## src/pkg/spi_port_pkg.sv

```systemverilog
// constants, field layouts and carrier types of the serial port
package spi_port_pkg;

    // ************************************************************
    // register offsets
    // ************************************************************
    localparam logic [15:0] PORT_OFFSET = 16'h1008;
    localparam logic [15:0] DIR_OFFSET = 16'h1009;
    localparam logic [15:0] CTRL_OFFSET = 16'h1028;
    localparam logic [15:0] FLAGS_OFFSET = 16'h1029;
    localparam logic [15:0] DATA_OFFSET = 16'h102a;

    // ************************************************************
    // reset values and field positions
    // ************************************************************
    localparam logic [7:0] CTRL_RESET = 8'h00;
    localparam logic [7:0] DIR_RESET = 8'h00;
    localparam logic [7:0] PORT_RESET = 8'h00;
    localparam int TC_BIT = 7;
    localparam int WRITE_COLLISION_FLAG_BIT = 6;
    localparam int MODE_FAULT_FLAG_BIT = 4;
    localparam int MISO_PIN = 2;
    localparam int MOSI_PIN = 3;
    localparam int SCK_PIN = 4;
    localparam int SS_PIN = 5;

    // ************************************************************
    // timing counts, in bus clock cycles per half serial clock, and last half and sample indices
    // ************************************************************
    localparam logic [4:0] HALF_DIV2 = 5'h01;
    localparam logic [4:0] HALF_DIV4 = 5'h02;
    localparam logic [4:0] HALF_DIV16 = 5'h08;
    localparam logic [4:0] HALF_DIV32 = 5'h10;
    localparam logic [4:0] LAST_HALF = 5'h0f;
    localparam logic [3:0] LAST_SAMPLE = 4'h7;

    // ************************************************************
    // carrier types
    // ************************************************************
    typedef struct packed {
        logic int_en;
        logic sys_en;
        logic open_drain;
        logic master;
        logic cpol;
        logic cpha;
        logic [1:0] rate;
    } ctrl_t;

    // port d pins 5..2
    typedef struct packed {
        logic ss;
        logic sck;
        logic mosi;
        logic miso;
    } pins_t;

    typedef enum logic [1:0] {
        XFER_IDLE = 2'b00,
        XFER_RUN = 2'b01,
        XFER_HOLD = 2'b11
    } xfer_state_t;

endpackage : spi_port_pkg

```

## src/rtl/sync_stage.sv

```systemverilog
// two flip-flop synchroniser for pin inputs
`timescale 1ns/1ps
`default_nettype none
module sync_stage #(
    parameter int WIDTH = 4
) (
    input wire logic ref_clk,
    input wire logic rst_b,
    input wire logic [WIDTH-1:0] async_in,
    output logic [WIDTH-1:0] sync_out
);
    logic [WIDTH-1:0] meta_reg;

    // first stage feeds only the second stage
    always_ff @(posedge ref_clk) begin
        if (!rst_b) begin
            meta_reg <= '1;
            sync_out <= '1;
        end else begin
            meta_reg <= async_in;
            sync_out <= meta_reg;
        end
    end
endmodule : sync_stage
`default_nettype wire

```

## src/rtl/spi_master_slave_port.sv

```systemverilog
// serial peripheral port, master or slave, with register file
// Function
// - master sees select low, sets mode fault
// - select pin direction bit masks mode fault
// - phase zero shift clock is select OR clock
// - phase one select may stay low between bytes
// - mode fault drops master bit, pin directions
// - busy data write flags collision, is dropped
// - master starts on data write, ends flagged
// - slave phase zero spans select low period
// - slave phase one starts at first active edge
// - interrupt from complete, mode fault flags, gated by enable, mask
// - enable hands pins 2..4 to port, pin 5 too unless master with select output
// - open drain bit switches all port drives
// - master clock rests at polarity level
// - rate field divides by 2,4,16,32 as master
// - complete flag clears by flags read, data access
// - collision flag clears by flags read, data access
// - mode fault clears by flags read, control write
// - receive buffer separate, overrun keeps old byte
// - only master write starts; both flag completion
// - one byte each way over eight clocks
`timescale 1ns/1ps
`default_nettype none
module spi_master_slave_port (
    input wire logic ref_clk,
    input wire logic rst_b,
    input wire logic [15:0] bus_addr,
    input wire logic [7:0] bus_wdata,
    input wire logic bus_write,
    input wire logic bus_read,
    output logic [7:0] bus_rdata,
    input wire logic cpu_int_mask,
    output logic irq_request,
    input wire spi_port_pkg::pins_t pin_in,
    output spi_port_pkg::pins_t pin_out,
    output spi_port_pkg::pins_t pin_oe
);
    import spi_port_pkg::*;

    // ************************************************************
    // declarations
    // ************************************************************
    pins_t pin_sync;
    ctrl_t ctrl_reg;
    xfer_state_t state_reg;
    pins_t drv_c;
    pins_t val_c;
    logic [7:0] dir_reg, port_reg, shreg, rx_buf, rx_value;
    logic [4:0] div_cnt, half_idx, half_len;
    logic [3:0] samp_cnt;
    logic tc_reg, write_collision_flag_reg, mode_fault_flag_reg, tc_armed, write_collision_flag_armed, mode_fault_flag_armed;
    logic msck_reg, out_bit, clk_prev, ss_prev;
    logic wr_data, rd_data, wr_ctrl, rd_flags, wr_dir, wr_port, data_acc;
    logic en, is_master, act_lvl, shift_clk, rise, fall, ss_fall, ss_rise;
    logic tick, sample_ev, drive_ev, xfer_done, busy, load_ok, abort;
    logic mode_fault_flag_set, tc_set, tc_clr, din;

    sync_stage #(.WIDTH(4)) u_sync (
        .ref_clk(ref_clk),
        .rst_b(rst_b),
        .async_in(pin_in),
        .sync_out(pin_sync)
    );

    // ************************************************************
    // register decode
    // ************************************************************
    assign wr_data = bus_write && (bus_addr == DATA_OFFSET);
    assign rd_data = bus_read && (bus_addr == DATA_OFFSET);
    assign wr_ctrl = bus_write && (bus_addr == CTRL_OFFSET);
    assign rd_flags = bus_read && (bus_addr == FLAGS_OFFSET);
    assign wr_dir = bus_write && (bus_addr == DIR_OFFSET);
    assign wr_port = bus_write && (bus_addr == PORT_OFFSET);
    assign data_acc = wr_data || rd_data;

    assign en = ctrl_reg.sys_en;
    assign is_master = ctrl_reg.master;
    assign din = is_master ? pin_sync.miso : pin_sync.mosi;

    always_ff @(posedge ref_clk) begin
        if (!rst_b) begin
            ctrl_reg <= CTRL_RESET;
        end else begin
            if (wr_ctrl) begin
                ctrl_reg <= bus_wdata;
            end
            if (mode_fault_flag_set) begin
                ctrl_reg.master <= 1'b0;
            end
        end
    end

    always_ff @(posedge ref_clk) begin
        if (!rst_b) begin
            dir_reg <= DIR_RESET;
            port_reg <= PORT_RESET;
        end else begin
            if (wr_dir) begin
                dir_reg <= bus_wdata;
            end
            if (mode_fault_flag_set) begin
                dir_reg[SS_PIN:MISO_PIN] <= 4'h0;
            end
            if (wr_port) begin
                port_reg <= bus_wdata;
            end
        end
    end

    // ************************************************************
    // clock edges and rate divider
    // ************************************************************
    assign act_lvl = pin_sync.sck ^ ctrl_reg.cpol;
    assign shift_clk = ctrl_reg.cpha ? act_lvl
                     : (pin_sync.ss | act_lvl);
    assign rise = shift_clk && !clk_prev;
    assign fall = !shift_clk && clk_prev;
    assign ss_fall = !pin_sync.ss && ss_prev;
    assign ss_rise = pin_sync.ss && !ss_prev;

    always_ff @(posedge ref_clk) begin
        if (!rst_b) begin
            clk_prev <= 1'b1;
            ss_prev <= 1'b1;
        end else begin
            clk_prev <= shift_clk;
            ss_prev <= pin_sync.ss;
        end
    end

    always_comb begin
        case (ctrl_reg.rate)
            2'b00: half_len = HALF_DIV2;
            2'b01: half_len = HALF_DIV4;
            2'b10: half_len = HALF_DIV16;
            default: half_len = HALF_DIV32;
        endcase
    end

    assign tick = en && is_master && (state_reg == XFER_RUN)
               && (div_cnt == 5'h01);

    always_ff @(posedge ref_clk) begin
        if (!rst_b) begin
            div_cnt <= 5'h00;
            half_idx <= 5'h00;
            msck_reg <= 1'b0;
        end else if (abort || load_ok) begin
            div_cnt <= half_len;
            half_idx <= 5'h00;
            msck_reg <= 1'b0;
        end else if (tick) begin
            div_cnt <= half_len;
            half_idx <= half_idx + 5'h01;
            msck_reg <= !msck_reg;
        end else if (state_reg == XFER_RUN) begin
            div_cnt <= div_cnt - 5'h01;
        end
    end

    // ************************************************************
    // shift events
    // ************************************************************
    always_comb begin
        sample_ev = 1'b0;
        drive_ev = 1'b0;
        if (!en) begin
            sample_ev = 1'b0;
        end else if (is_master) begin
            if (tick) begin
                sample_ev = (half_idx[0] == ctrl_reg.cpha);
                drive_ev = (half_idx[0] != ctrl_reg.cpha);
            end
        end else if (ctrl_reg.cpha) begin
            // select may stay low from byte to byte here
            drive_ev = rise && !pin_sync.ss;
            sample_ev = fall && !pin_sync.ss
                     && (state_reg == XFER_RUN);
        end else begin
            sample_ev = rise && (state_reg == XFER_RUN);
            drive_ev = fall && (state_reg == XFER_RUN);
        end
    end

    // ************************************************************
    // transfer control
    // ************************************************************
    assign busy = (state_reg != XFER_IDLE) || (en && !is_master
               && !ctrl_reg.cpha && !pin_sync.ss);
    assign load_ok = wr_data && !busy
                  && !(tc_reg && !tc_armed);
    assign mode_fault_flag_set = en && is_master && !pin_sync.ss
                   && !dir_reg[SS_PIN];
    assign abort = !en || mode_fault_flag_set;
    assign xfer_done = is_master
        ? (tick && (half_idx == LAST_HALF))
        : (sample_ev && (samp_cnt == LAST_SAMPLE));
    assign rx_value = sample_ev ? {shreg[6:0], din} : shreg;

    always_ff @(posedge ref_clk) begin
        if (!rst_b) begin
            state_reg <= XFER_IDLE;
        end else if (abort) begin
            state_reg <= XFER_IDLE;
        end else begin
            case (state_reg)
                XFER_IDLE: begin
                    if (is_master && load_ok) begin
                        state_reg <= XFER_RUN;
                    end else if (!is_master && !ctrl_reg.cpha
                                 && ss_fall) begin
                        state_reg <= XFER_RUN;
                    end else if (!is_master && ctrl_reg.cpha
                                 && drive_ev) begin
                        state_reg <= XFER_RUN;
                    end
                end
                XFER_RUN: begin
                    if (!is_master && ss_rise) begin
                        state_reg <= XFER_IDLE;
                    end else if (xfer_done && !is_master
                                 && !ctrl_reg.cpha) begin
                        state_reg <= XFER_HOLD;
                    end else if (xfer_done) begin
                        state_reg <= XFER_IDLE;
                    end
                end
                XFER_HOLD: begin
                    if (ss_rise || is_master) begin
                        state_reg <= XFER_IDLE;
                    end
                end
                default: state_reg <= XFER_IDLE;
            endcase
        end
    end

    always_ff @(posedge ref_clk) begin
        if (!rst_b) begin
            samp_cnt <= 4'h0;
        end else if (state_reg == XFER_IDLE) begin
            samp_cnt <= 4'h0;
        end else if (sample_ev) begin
            samp_cnt <= samp_cnt + 4'h1;
        end
    end

    // a collided write never reaches the shifter
    always_ff @(posedge ref_clk) begin
        if (!rst_b) begin
            shreg <= 8'h00;
            out_bit <= 1'b0;
        end else if (load_ok) begin
            shreg <= bus_wdata;
            out_bit <= bus_wdata[7];
        end else begin
            if (sample_ev) begin
                shreg <= {shreg[6:0], din};
            end
            if (drive_ev || (state_reg == XFER_IDLE && ss_fall)) begin
                out_bit <= shreg[7];
            end
        end
    end

    // an unread byte is kept and the new one is lost
    always_ff @(posedge ref_clk) begin
        if (!rst_b) begin
            rx_buf <= 8'h00;
        end else if (xfer_done && !abort && (!tc_reg || tc_clr)) begin
            rx_buf <= rx_value;
        end
    end

    // ************************************************************
    // status flags, set beats clear
    // ************************************************************
    assign tc_set = xfer_done && !abort;
    assign tc_clr = tc_armed && data_acc;

    always_ff @(posedge ref_clk) begin
        if (!rst_b) begin
            tc_reg <= 1'b0;
            write_collision_flag_reg <= 1'b0;
            mode_fault_flag_reg <= 1'b0;
        end else begin
            tc_reg <= tc_set || (tc_reg && !tc_clr);
            write_collision_flag_reg <= (wr_data && busy)
                     || (write_collision_flag_reg && !(write_collision_flag_armed && data_acc));
            mode_fault_flag_reg <= mode_fault_flag_set
                     || (mode_fault_flag_reg && !(mode_fault_flag_armed && wr_ctrl));
        end
    end

    always_ff @(posedge ref_clk) begin
        if (!rst_b) begin
            tc_armed <= 1'b0;
            write_collision_flag_armed <= 1'b0;
            mode_fault_flag_armed <= 1'b0;
        end else if (rd_flags) begin
            tc_armed <= tc_reg;
            write_collision_flag_armed <= write_collision_flag_reg;
            mode_fault_flag_armed <= mode_fault_flag_reg;
        end else begin
            if (data_acc) begin
                tc_armed <= 1'b0;
                write_collision_flag_armed <= 1'b0;
            end
            if (wr_ctrl) begin
                mode_fault_flag_armed <= 1'b0;
            end
        end
    end

    assign irq_request = ctrl_reg.int_en && (tc_reg || mode_fault_flag_reg)
                      && !cpu_int_mask;

    always_ff @(posedge ref_clk) begin
        if (!rst_b) begin
            bus_rdata <= 8'h00;
        end else if (bus_read) begin
            case (bus_addr)
                DATA_OFFSET: bus_rdata <= rx_buf;
                CTRL_OFFSET: bus_rdata <= ctrl_reg;
                FLAGS_OFFSET: bus_rdata <= {tc_reg, write_collision_flag_reg, 1'b0,
                                 mode_fault_flag_reg, 4'h0};
                DIR_OFFSET: bus_rdata <= dir_reg;
                PORT_OFFSET: bus_rdata <= port_reg;
                default: bus_rdata <= 8'h00;
            endcase
        end else begin
            bus_rdata <= 8'h00;
        end
    end

    // ************************************************************
    // pin multiplexing
    // ************************************************************
    always_comb begin
        drv_c = dir_reg[SS_PIN:MISO_PIN];
        val_c = port_reg[SS_PIN:MISO_PIN];
        if (en) begin
            drv_c.miso = !is_master && dir_reg[MISO_PIN]
                      && !pin_sync.ss;
            val_c.miso = out_bit;
            drv_c.mosi = is_master && dir_reg[MOSI_PIN];
            val_c.mosi = out_bit;
            drv_c.sck = is_master && dir_reg[SCK_PIN];
            val_c.sck = ctrl_reg.cpol ^ msck_reg;
            if (!(is_master && dir_reg[SS_PIN])) begin
                drv_c.ss = 1'b0;
            end
        end
    end

    // open drain only pulls low; high is left to the pull-up
    always_ff @(posedge ref_clk) begin
        if (!rst_b) begin
            pin_out <= 4'h0;
            pin_oe <= 4'h0;
        end else if (ctrl_reg.open_drain) begin
            pin_out <= 4'h0;
            pin_oe <= drv_c & ~val_c;
        end else begin
            pin_out <= val_c;
            pin_oe <= drv_c;
        end
    end
endmodule : spi_master_slave_port
`default_nettype wire

```

## config.mk

```make
export PLATFORM = sky130hd
export DESIGN_NAME = spi_master_slave_port
export DESIGN_NICKNAME = d
export VERILOG_FILES = /design/src/pkg/spi_port_pkg.sv /design/src/rtl/sync_stage.sv /design/src/rtl/spi_master_slave_port.sv
export SDC_FILE = /design/constraint.sdc
export NUM_CORES = 1
export LEC_CHECK = 0
export BUFFER_PORTS_ARGS = -buffer_cell sky130_fd_sc_hd__buf_2
export CORE_MARGIN = 1.5
export CORE_UTILIZATION = 35
export CTS_BUF_LIST = sky130_fd_sc_hd__clkbuf_4 sky130_fd_sc_hd__clkbuf_8 sky130_fd_sc_hd__clkbuf_16
export DETAILED_ROUTE_END_ITERATION = 6
export GPL_ROUTABILITY_DRIVEN = 0
export PLACE_DENSITY = 0.61
export SYNTH_ARGS = -nofsm -noshare
export SYNTH_HDL_FRONTEND = slang
export SYNTH_SLANG_ARGS = --single-unit
```

## constraint.sdc

```tcl
create_clock -name ref_clk -period 2 [get_ports ref_clk]
set_input_delay 0.1 -clock ref_clk [delete_from_list [all_inputs] [get_ports ref_clk]]
set_output_delay 0.1 -clock ref_clk [all_outputs]
set_load 0.02 [all_outputs]
```

==> results of run 1 <==
==> what timing repair did <==
action | 4_1_cts | 5_1_grt
hold endpoints to repair | 4 | 0
setup endpoints to repair | 3 | 23
buffers inserted | 1 | 1
hold buffers | 4 | 0
pin swaps | 1 | 5
resized for setup | 3 | 13
==> cells in the mapped netlist (all sizes together) (2+ instances only) <==
| cell | instances | area (um^2) |
|---|---|---|
| nor2 | 33 | 123.9 |
| ha | 5 | 62.56 |
| and3 | 4 | 30.03 |
| nand3 | 11 | 55.05 |
| or4 | 2 | 15.01 |
| a22oi | 10 | 75.07 |
| and2 | 3 | 18.77 |
| nand2b | 16 | 100.1 |
| clkbuf | 17 | 63.81 |
| nor2b | 27 | 168.9 |
| buf | 11 | 67.56 |
| o31ai | 2 | 15.01 |
| xnor2 | 8 | 70.07 |
| inv | 15 | 56.30 |
| a31oi | 2 | 12.51 |
| o21ai | 17 | 85.08 |
| xor2 | 4 | 35.03 |
| a21oi | 24 | 120.1 |
| mux2 | 4 | 45.04 |
| a211o | 3 | 26.28 |
| nor3b | 5 | 37.54 |
| a211oi | 4 | 30.03 |
| o41ai | 2 | 17.52 |
| nor4 | 6 | 65.06 |
| o31a | 3 | 26.28 |
| a21boi | 3 | 22.52 |
| a22o | 3 | 26.28 |
| dfxtp | 90 | 1802 |
| mux2i | 36 | 360.4 |
| a222oi | 3 | 30.03 |
| o211ai | 17 | 127.6 |
| nand4 | 14 | 87.58 |
| nand2 | 20 | 75.07 |
| o21a | 6 | 45.04 |
| nor4b | 2 | 23.77 |
| nor3 | 5 | 30.03 |
==> layer usage <==
layer | wire length (um) | GRT usage [%]
met1 | 4992 | 22.66
met2 | 5419 | 31.98
met3 | 682 | 4.050
met4 | 226 | 7.173
met5 | 0 | 0
==> worst max path at each step <==
| stage | from | depth (start not counted) | to |
|---|---|---|---|
| floorplan | ctrl_reg[2] | 7 | div_cnt[3] |
| global placement | ctrl_reg[2] | 5 | div_cnt[3] |
| detailed placement | div_cnt[1] | 7 | rx_buf[5] |
| CTS | div_cnt[1] | 7 | rx_buf[5] |
| global route | div_cnt[0] | 6 | rx_buf[2] |
| finish | div_cnt[0] | 6 | rx_buf[5] |
==> power groups by stage <==
| stage | Combinational (mW) | Sequential [mW] | Clock [mW] |
|---|---|---|---|
| floorplan | 0.0709 | 1.84 | 0 |
| global placement | 0.137 | 1.85 | 0 |
| detailed placement | 0.139 | 1.85 | 0 |
| CTS | 0.146 | 1.81 | 1.75 |
| global route | 0.160 | 1.81 | 1.82 |
| finish | 0.146 | 1.81 | 1.72 |
==> cell usage in the layout, fill, tap and decap left out, drive strengths merged, types with 5 or more instances in the layout <==
cell type,instances
a21oi,24
a22oi,10
buf,90
clkbuf,10
dfxtp,90
ha,5
inv,16
mux2i,36
nand2,20
nand2b,16
nand3,11
nand4,14
nor2,33
nor2b,27
nor3,5
nor3b,5
nor4,6
o211ai,17
o21a,6
o21ai,17
xnor2,8
==> worst register-to-register path, cell delays in order, from the launching register on <==
cell and delay (ns):
dfxtp_1 0.40, ha_4 0.15, and4b_2 0.26, a32oi_2 0.15, a211o_1 0.30, a211o_4 0.39, o211ai_1 0.20
==> area by class of cell <==
type | instances | area, um^2
Multi-Input combinational cell | 320 | 2278
Clock buffer | 10 | 239.0
Tap cell | 143 | 178.9
Inverter | 15 | 56.30
Sequential cell | 90 | 1805
Fill cell | 1130 | 6335
Clock inverter | 5 | 62.56
Timing Repair Buffer | 94 | 609.3
==> cell families (layout without fill, tap and decap cells) <==
| family | count (synthesis) | in the layout | synth area share, % |
|---|---|---|---|
| AND/OR/NAND/NOR | 156 | 156 | 21.45 |
| AO/OA/AOI/OAI | 107 | 107 | 17.52 |
| flip-flops | 90 | 90 | 42.91 |
| buffers and inverters | 43 | 124 | 4.469 |
| multiplexers | 40 | 40 | 9.654 |
| XOR/XNOR | 12 | 12 | 2.503 |
| adder cells (fa/ha/maj) | 5 | 5 | 1.490 |
==> per-stage QoR <==
stage | total power, mW | hold slack, ns
2_1_floorplan | 1.915 | 0.2015
3_3_place_gp | 1.983 | 0.2797
3_5_place_dp | 1.986 | 0.2825
4_1_cts | 3.706 | 0.06547
5_1_grt | 3.783 | 0.09195
6_report | 3.673 | 0.07262
==> reports/results.ini, run 1 <==
[critical_path]
reg2reg_depth = 6
r2r-end = rx_buf[5]
path_buf_inv = 0
crit_fanout = 8
slowest_delay_ns = 0.40
worstPathArrival_ns = 2.20
critPathSlowestCell = dfxtp_1
worstSetupPathType = flop to flop
r2r_setup_slack_ns = 0.07
end_kind = flop
startpoint_type = flop
path_cells = ha_4, and4b_2, a32oi_2, a211o_1, a211o_4, o211ai_1
worst_ep_required_time_ns = 2.26
path_delay_family = compound AO/OA/AOI/OAI gates
reg2reg_from = div_cnt[0]

[logic_synthesis]
syn_inst = 453
netlist_area_um2 = 4199
ys_ff_latch = 90
avgSynthCellArea_um2 = 9.269
yosysWarnings = 0
async_reset_ff_share_pct = 0
yosysSeqAreaShare_pct = 42.91
synth-edff-count = 0
synth_cell_types = 58
synth-main-ff-cell = dfxtp_1
mappedNetlistNets = 491

[placement]
placed_cells = 656
place_ws_ns = -0.002172
post-dp-hpwl_um = 8399
placed_area_um2 = 4810
port_buffers = 49

[route]
drt_first_pass_iters = 7
num_vias = 3684
wire_per_inst_um = 16.72
first_iter_violations = 181
routed_wl_um = 11320
route.detailed.drc = 5
postRouteAntennaNets = 0
viasPerCell = 5.442

[power]
pwr-share-clk_pct = 46.8
seq_power_share_pct = 49.2
ir_drop_mv = 0.4946
switching_share_pct = 22.01
pwr-share-comb_pct = 4.0
power_density_nw_per_um2 = 702.2
power.leakage_nw = 1.838
p_switching_mw = 0.8085
internal-power_mw = 2.864

[final_layout]
fin_area_um2 = 5230
num_antenna_cells = 0
nNetsFinal = 568
drive_gt1_share_pct = 24.91
syn_to_final_growth_pct = 24.55
post-route-util_pct = 45.22
fin_cells = 677

[cts]
cts-root-buf = clkbuf_16
cts_num_sinks = 90
htreeDepth = 3
clk_latency_ns = 0.34
clockBufferDepth = 2
tritoncts = yes
tritoncts.num_buffers = 9
path_clk_slew_ns = 0.07

[floorplanning]
dieArea_um2 = 12660
die_y_um = 112.5
initial_utilization_pct = 36.31
dieWidth_um = 112.5
ios = 50
core_area_um2 = 11560
rows = 39

[min_path]
hold_path_depth = 3
hold_end = dir_reg[2]
hold_path.class = input port to flop
min-delay-start = bus_wdata[2]

[sta]
setup_ws_ns = 0.06517
worst_pin_slew_ns = 0.4960
slew_violations = 0
slew_headroom_pct = 66.68
max_freq_ghz = 0.5168
period_share_pct = 96.74
rsz0062_at_grt = no
hold_viol_final = 0
setup-tns-final_ns = 0
fin_crit_ns = 1.935
skew_ns = 0.008180
finalSetupViolCount = 0

[grt]
antenna_found_initial = 0
grt_max_degree = 31
overflow = 0
track_usage_pct = 18.56
grt_first_pass_wirelength_um = 18400
grt_pass1_vias = 3654

[status]
violations = DRC
outcome = finished, violations left

[job]
maxCapViolCount = 0

Power figures use the tool's default switching activity.
==> run 2, diff against run 1 <==
--- a/config.mk
+++ b/config.mk
@@ -6,12 +6,15 @@
 export NUM_CORES = 1
 export LEC_CHECK = 0
 export BUFFER_PORTS_ARGS = -buffer_cell sky130_fd_sc_hd__buf_2
+export CELL_PAD_IN_SITES_DETAIL_PLACEMENT = 1
+export CELL_PAD_IN_SITES_GLOBAL_PLACEMENT = 2
+export CORE_ASPECT_RATIO = 0.6
 export CORE_MARGIN = 1.5
-export CORE_UTILIZATION = 35
+export CORE_UTILIZATION = 32
 export CTS_BUF_LIST = sky130_fd_sc_hd__clkbuf_4 sky130_fd_sc_hd__clkbuf_8 sky130_fd_sc_hd__clkbuf_16
 export DETAILED_ROUTE_END_ITERATION = 6
 export GPL_ROUTABILITY_DRIVEN = 0
-export PLACE_DENSITY = 0.61
+export PLACE_DENSITY = 0.81
 export SYNTH_ARGS = -nofsm -noshare
 export SYNTH_HDL_FRONTEND = slang
 export SYNTH_SLANG_ARGS = --single-unit
==> reports/results.ini, run 2 (same netlist as run 1, synthesis figures left out) <==
[cts]
htreeDepth = 3  ; unchanged
clockBufferDepth = 2  ; unchanged
clk_latency_ns = 0.35  ; about the same
cts_num_sinks = 90  ; unchanged
path_clk_slew_ns = 0.07  ; about the same
tritoncts = yes
tritoncts.num_buffers = 9  ; unchanged
cts-root-buf = clkbuf_16

[sta]
skew_ns = 0.006413  ; -0.001767 ns
rsz0062_at_grt = yes
slew_violations = 0  ; unchanged
period_share_pct = 99.32  ; +2.6 points
finalSetupViolCount = 0  ; unchanged
setup-tns-final_ns = 0  ; unchanged
slew_headroom_pct = 65.90  ; -0.78 points
hold_viol_final = 0  ; unchanged
worst_pin_slew_ns = 0.4986  ; +0.002633 ns
max_freq_ghz = 0.5034  ; -2.6%
fin_crit_ns = 1.986  ; +0.05161 ns

[job]
maxCapViolCount = 0  ; unchanged

[status]
outcome = complete, no violations

[critical_path]
worstSetupPathType = flop to flop
path_cells = nor4b_4, a32oi_4, a211o_1, a211o_4, o211ai_1
path_buf_inv = 0  ; unchanged
critPathSlowestCell = nor4b_4
worstPathArrival_ns = 2.26  ; +0.06 ns
startpoint_type = flop
slowest_delay_ns = 0.41  ; about the same
crit_fanout = 8  ; unchanged
path_delay_family = compound AO/OA/AOI/OAI gates
worst_ep_required_time_ns = 2.28  ; +0.02 ns
end_kind = flop

[route]
first_iter_violations = 216  ; +19%
route.detailed.drc = 0  ; -5
postRouteAntennaNets = 0  ; unchanged
routed_wl_um = 13940  ; +23%
wire_per_inst_um = 19.72  ; +18%
drt_first_pass_iters = 5  ; -2
num_vias = 3856  ; +4.7%
viasPerCell = 5.454  ; +0.23%

[floorplanning]
die_y_um = 91.73  ; -18%
initial_utilization_pct = 32.77  ; -3.5 points
ios = 50  ; unchanged
dieArea_um2 = 13840  ; +9.3%
dieWidth_um = 150.9  ; +34%
core_area_um2 = 12810  ; +11%
rows = 32  ; -18%

[placement]
placed_area_um2 = 4911  ; +2.1%
post-dp-hpwl_um = 10370  ; +23%
port_buffers = 49  ; unchanged

[final_layout]
num_antenna_cells = 0  ; unchanged
multi_input_area_um2 = 2326  ; +2.1%
nNetsFinal = 571  ; +0.53%
drive_gt1_share_pct = 26.63  ; +1.7 points
final_cell_mix = dfxtp_1, buf_2, buf_4, mux2i_1, nor2_1
post-route-util_pct = 42.12  ; -3.1 points
ff_latch_area_um2 = 1805  ; unchanged
fin_area_um2 = 5396  ; +3.2%
layout_commonest_cell = dfxtp_1
syn_to_final_growth_pct = 28.52
nFillCells = 1494  ; +32%

[min_path]
hold_path.class = input port to flop

[grt]
antenna_found_initial = 0  ; unchanged
grt_max_degree = 34  ; +9.7%
overflow = 0  ; unchanged
grt_first_pass_wirelength_um = 22100  ; +20%
grt_pass1_vias = 3993  ; +9.3%
track_usage_pct = 21.17  ; +2.6 points

[power]
power.leakage_nw = 1.880  ; +2.3%
power_density_nw_per_um2 = 712.2  ; +1.4%
ir_drop_mv = 0.4071  ; -18%

[run 2: changes by cell type in the layout (fill, tap and decap cells not counted), moves of 2 or more]
cell	change
nor2b_1	-2
nor2b_2	+2
clkinvlp_4	-2
nor2_2	+2
nor2_1	-2
buf_12	+3
[run 2: per-stage QoR]
step / instances / hold slack (ns) / total power [mW] / worst slack, ns
final: 707 / 0.05906 / 3.843 / 0.01356
after global routing: 707 / 0.08745 / 3.956 / -0.06481
after CTS: 706 / 0.04271 / 3.876 / -0.01211
after detailed placement: 687 / 0.2864 / 1.992 / -0.06454
after global placement: 687 / 0.2818 / 1.987 / -0.006830
after floorplan: 453 / 0.2015 / 1.915 / 0.02932
[run 2: per-layer routing]
layer | global-route usage (%) | vias to the layer above | wire length [um]
met2 | 31.13 | 111 | 5943
li1 | - | 1808 | -
met3 | 4.577 | 10 | 846
met5 | 0 | - | 0
met1 | 31.43 | 1927 | 7025
met4 | 4.450 | 0 | 127
[run 2: worst reg2reg max path: stages (launching register included)]
cell and delay (ns):
dfxtp_1 0.36, nor4b_4 0.41, a32oi_4 0.20, a211o_1 0.36, a211o_4 0.40, o211ai_1 0.18
[run 2: repair_timing]
item,in CTS,in global routing
setup endpoints to repair,15,21
resized for setup,9,17
pin swaps,0,9
endpoints found under the hold margin,4,0
buffers inserted,0,2
hold buffers,4,0
[run 2: path summary, 6_finish.rpt]
path | from | endpoint | slack (ns) | cells past startpoint
setup / recovery | div_cnt[2] | rx_buf[3] | 0.01 | 5
setup reg to reg | div_cnt[2] | rx_buf[3] | 0.01 | 5
hold reg to reg | u_sync.meta_reg[0] | u_sync.sync_out[0] | 0.41 | 1
hold / removal | bus_wdata[2] | dir_reg[2] | 0.06 | 3
[run 2: final cells by class]
cell class	count	share of cell area [%]
Tap cell	170	3.942
Sequential cell	90	33.46
Timing Repair Buffer	97	12.47
Clock inverter	6	1.808
Inverter	15	1.043
Multi-Input combinational cell	320	43.10
Clock buffer	9	4.173
[run 2: power breakdown]
part / switching (mW) / total (mW) / internal (mW) / leakage [nW]
sequential: 0.00553 / 1.81 / 1.80 / 0.728
clock: 0.773 / 1.88 / 1.11 / 0.158
combinational: 0.0925 / 0.155 / 0.0630 / 0.994
total: 0.871 / 3.84 / 2.97 / 1.88
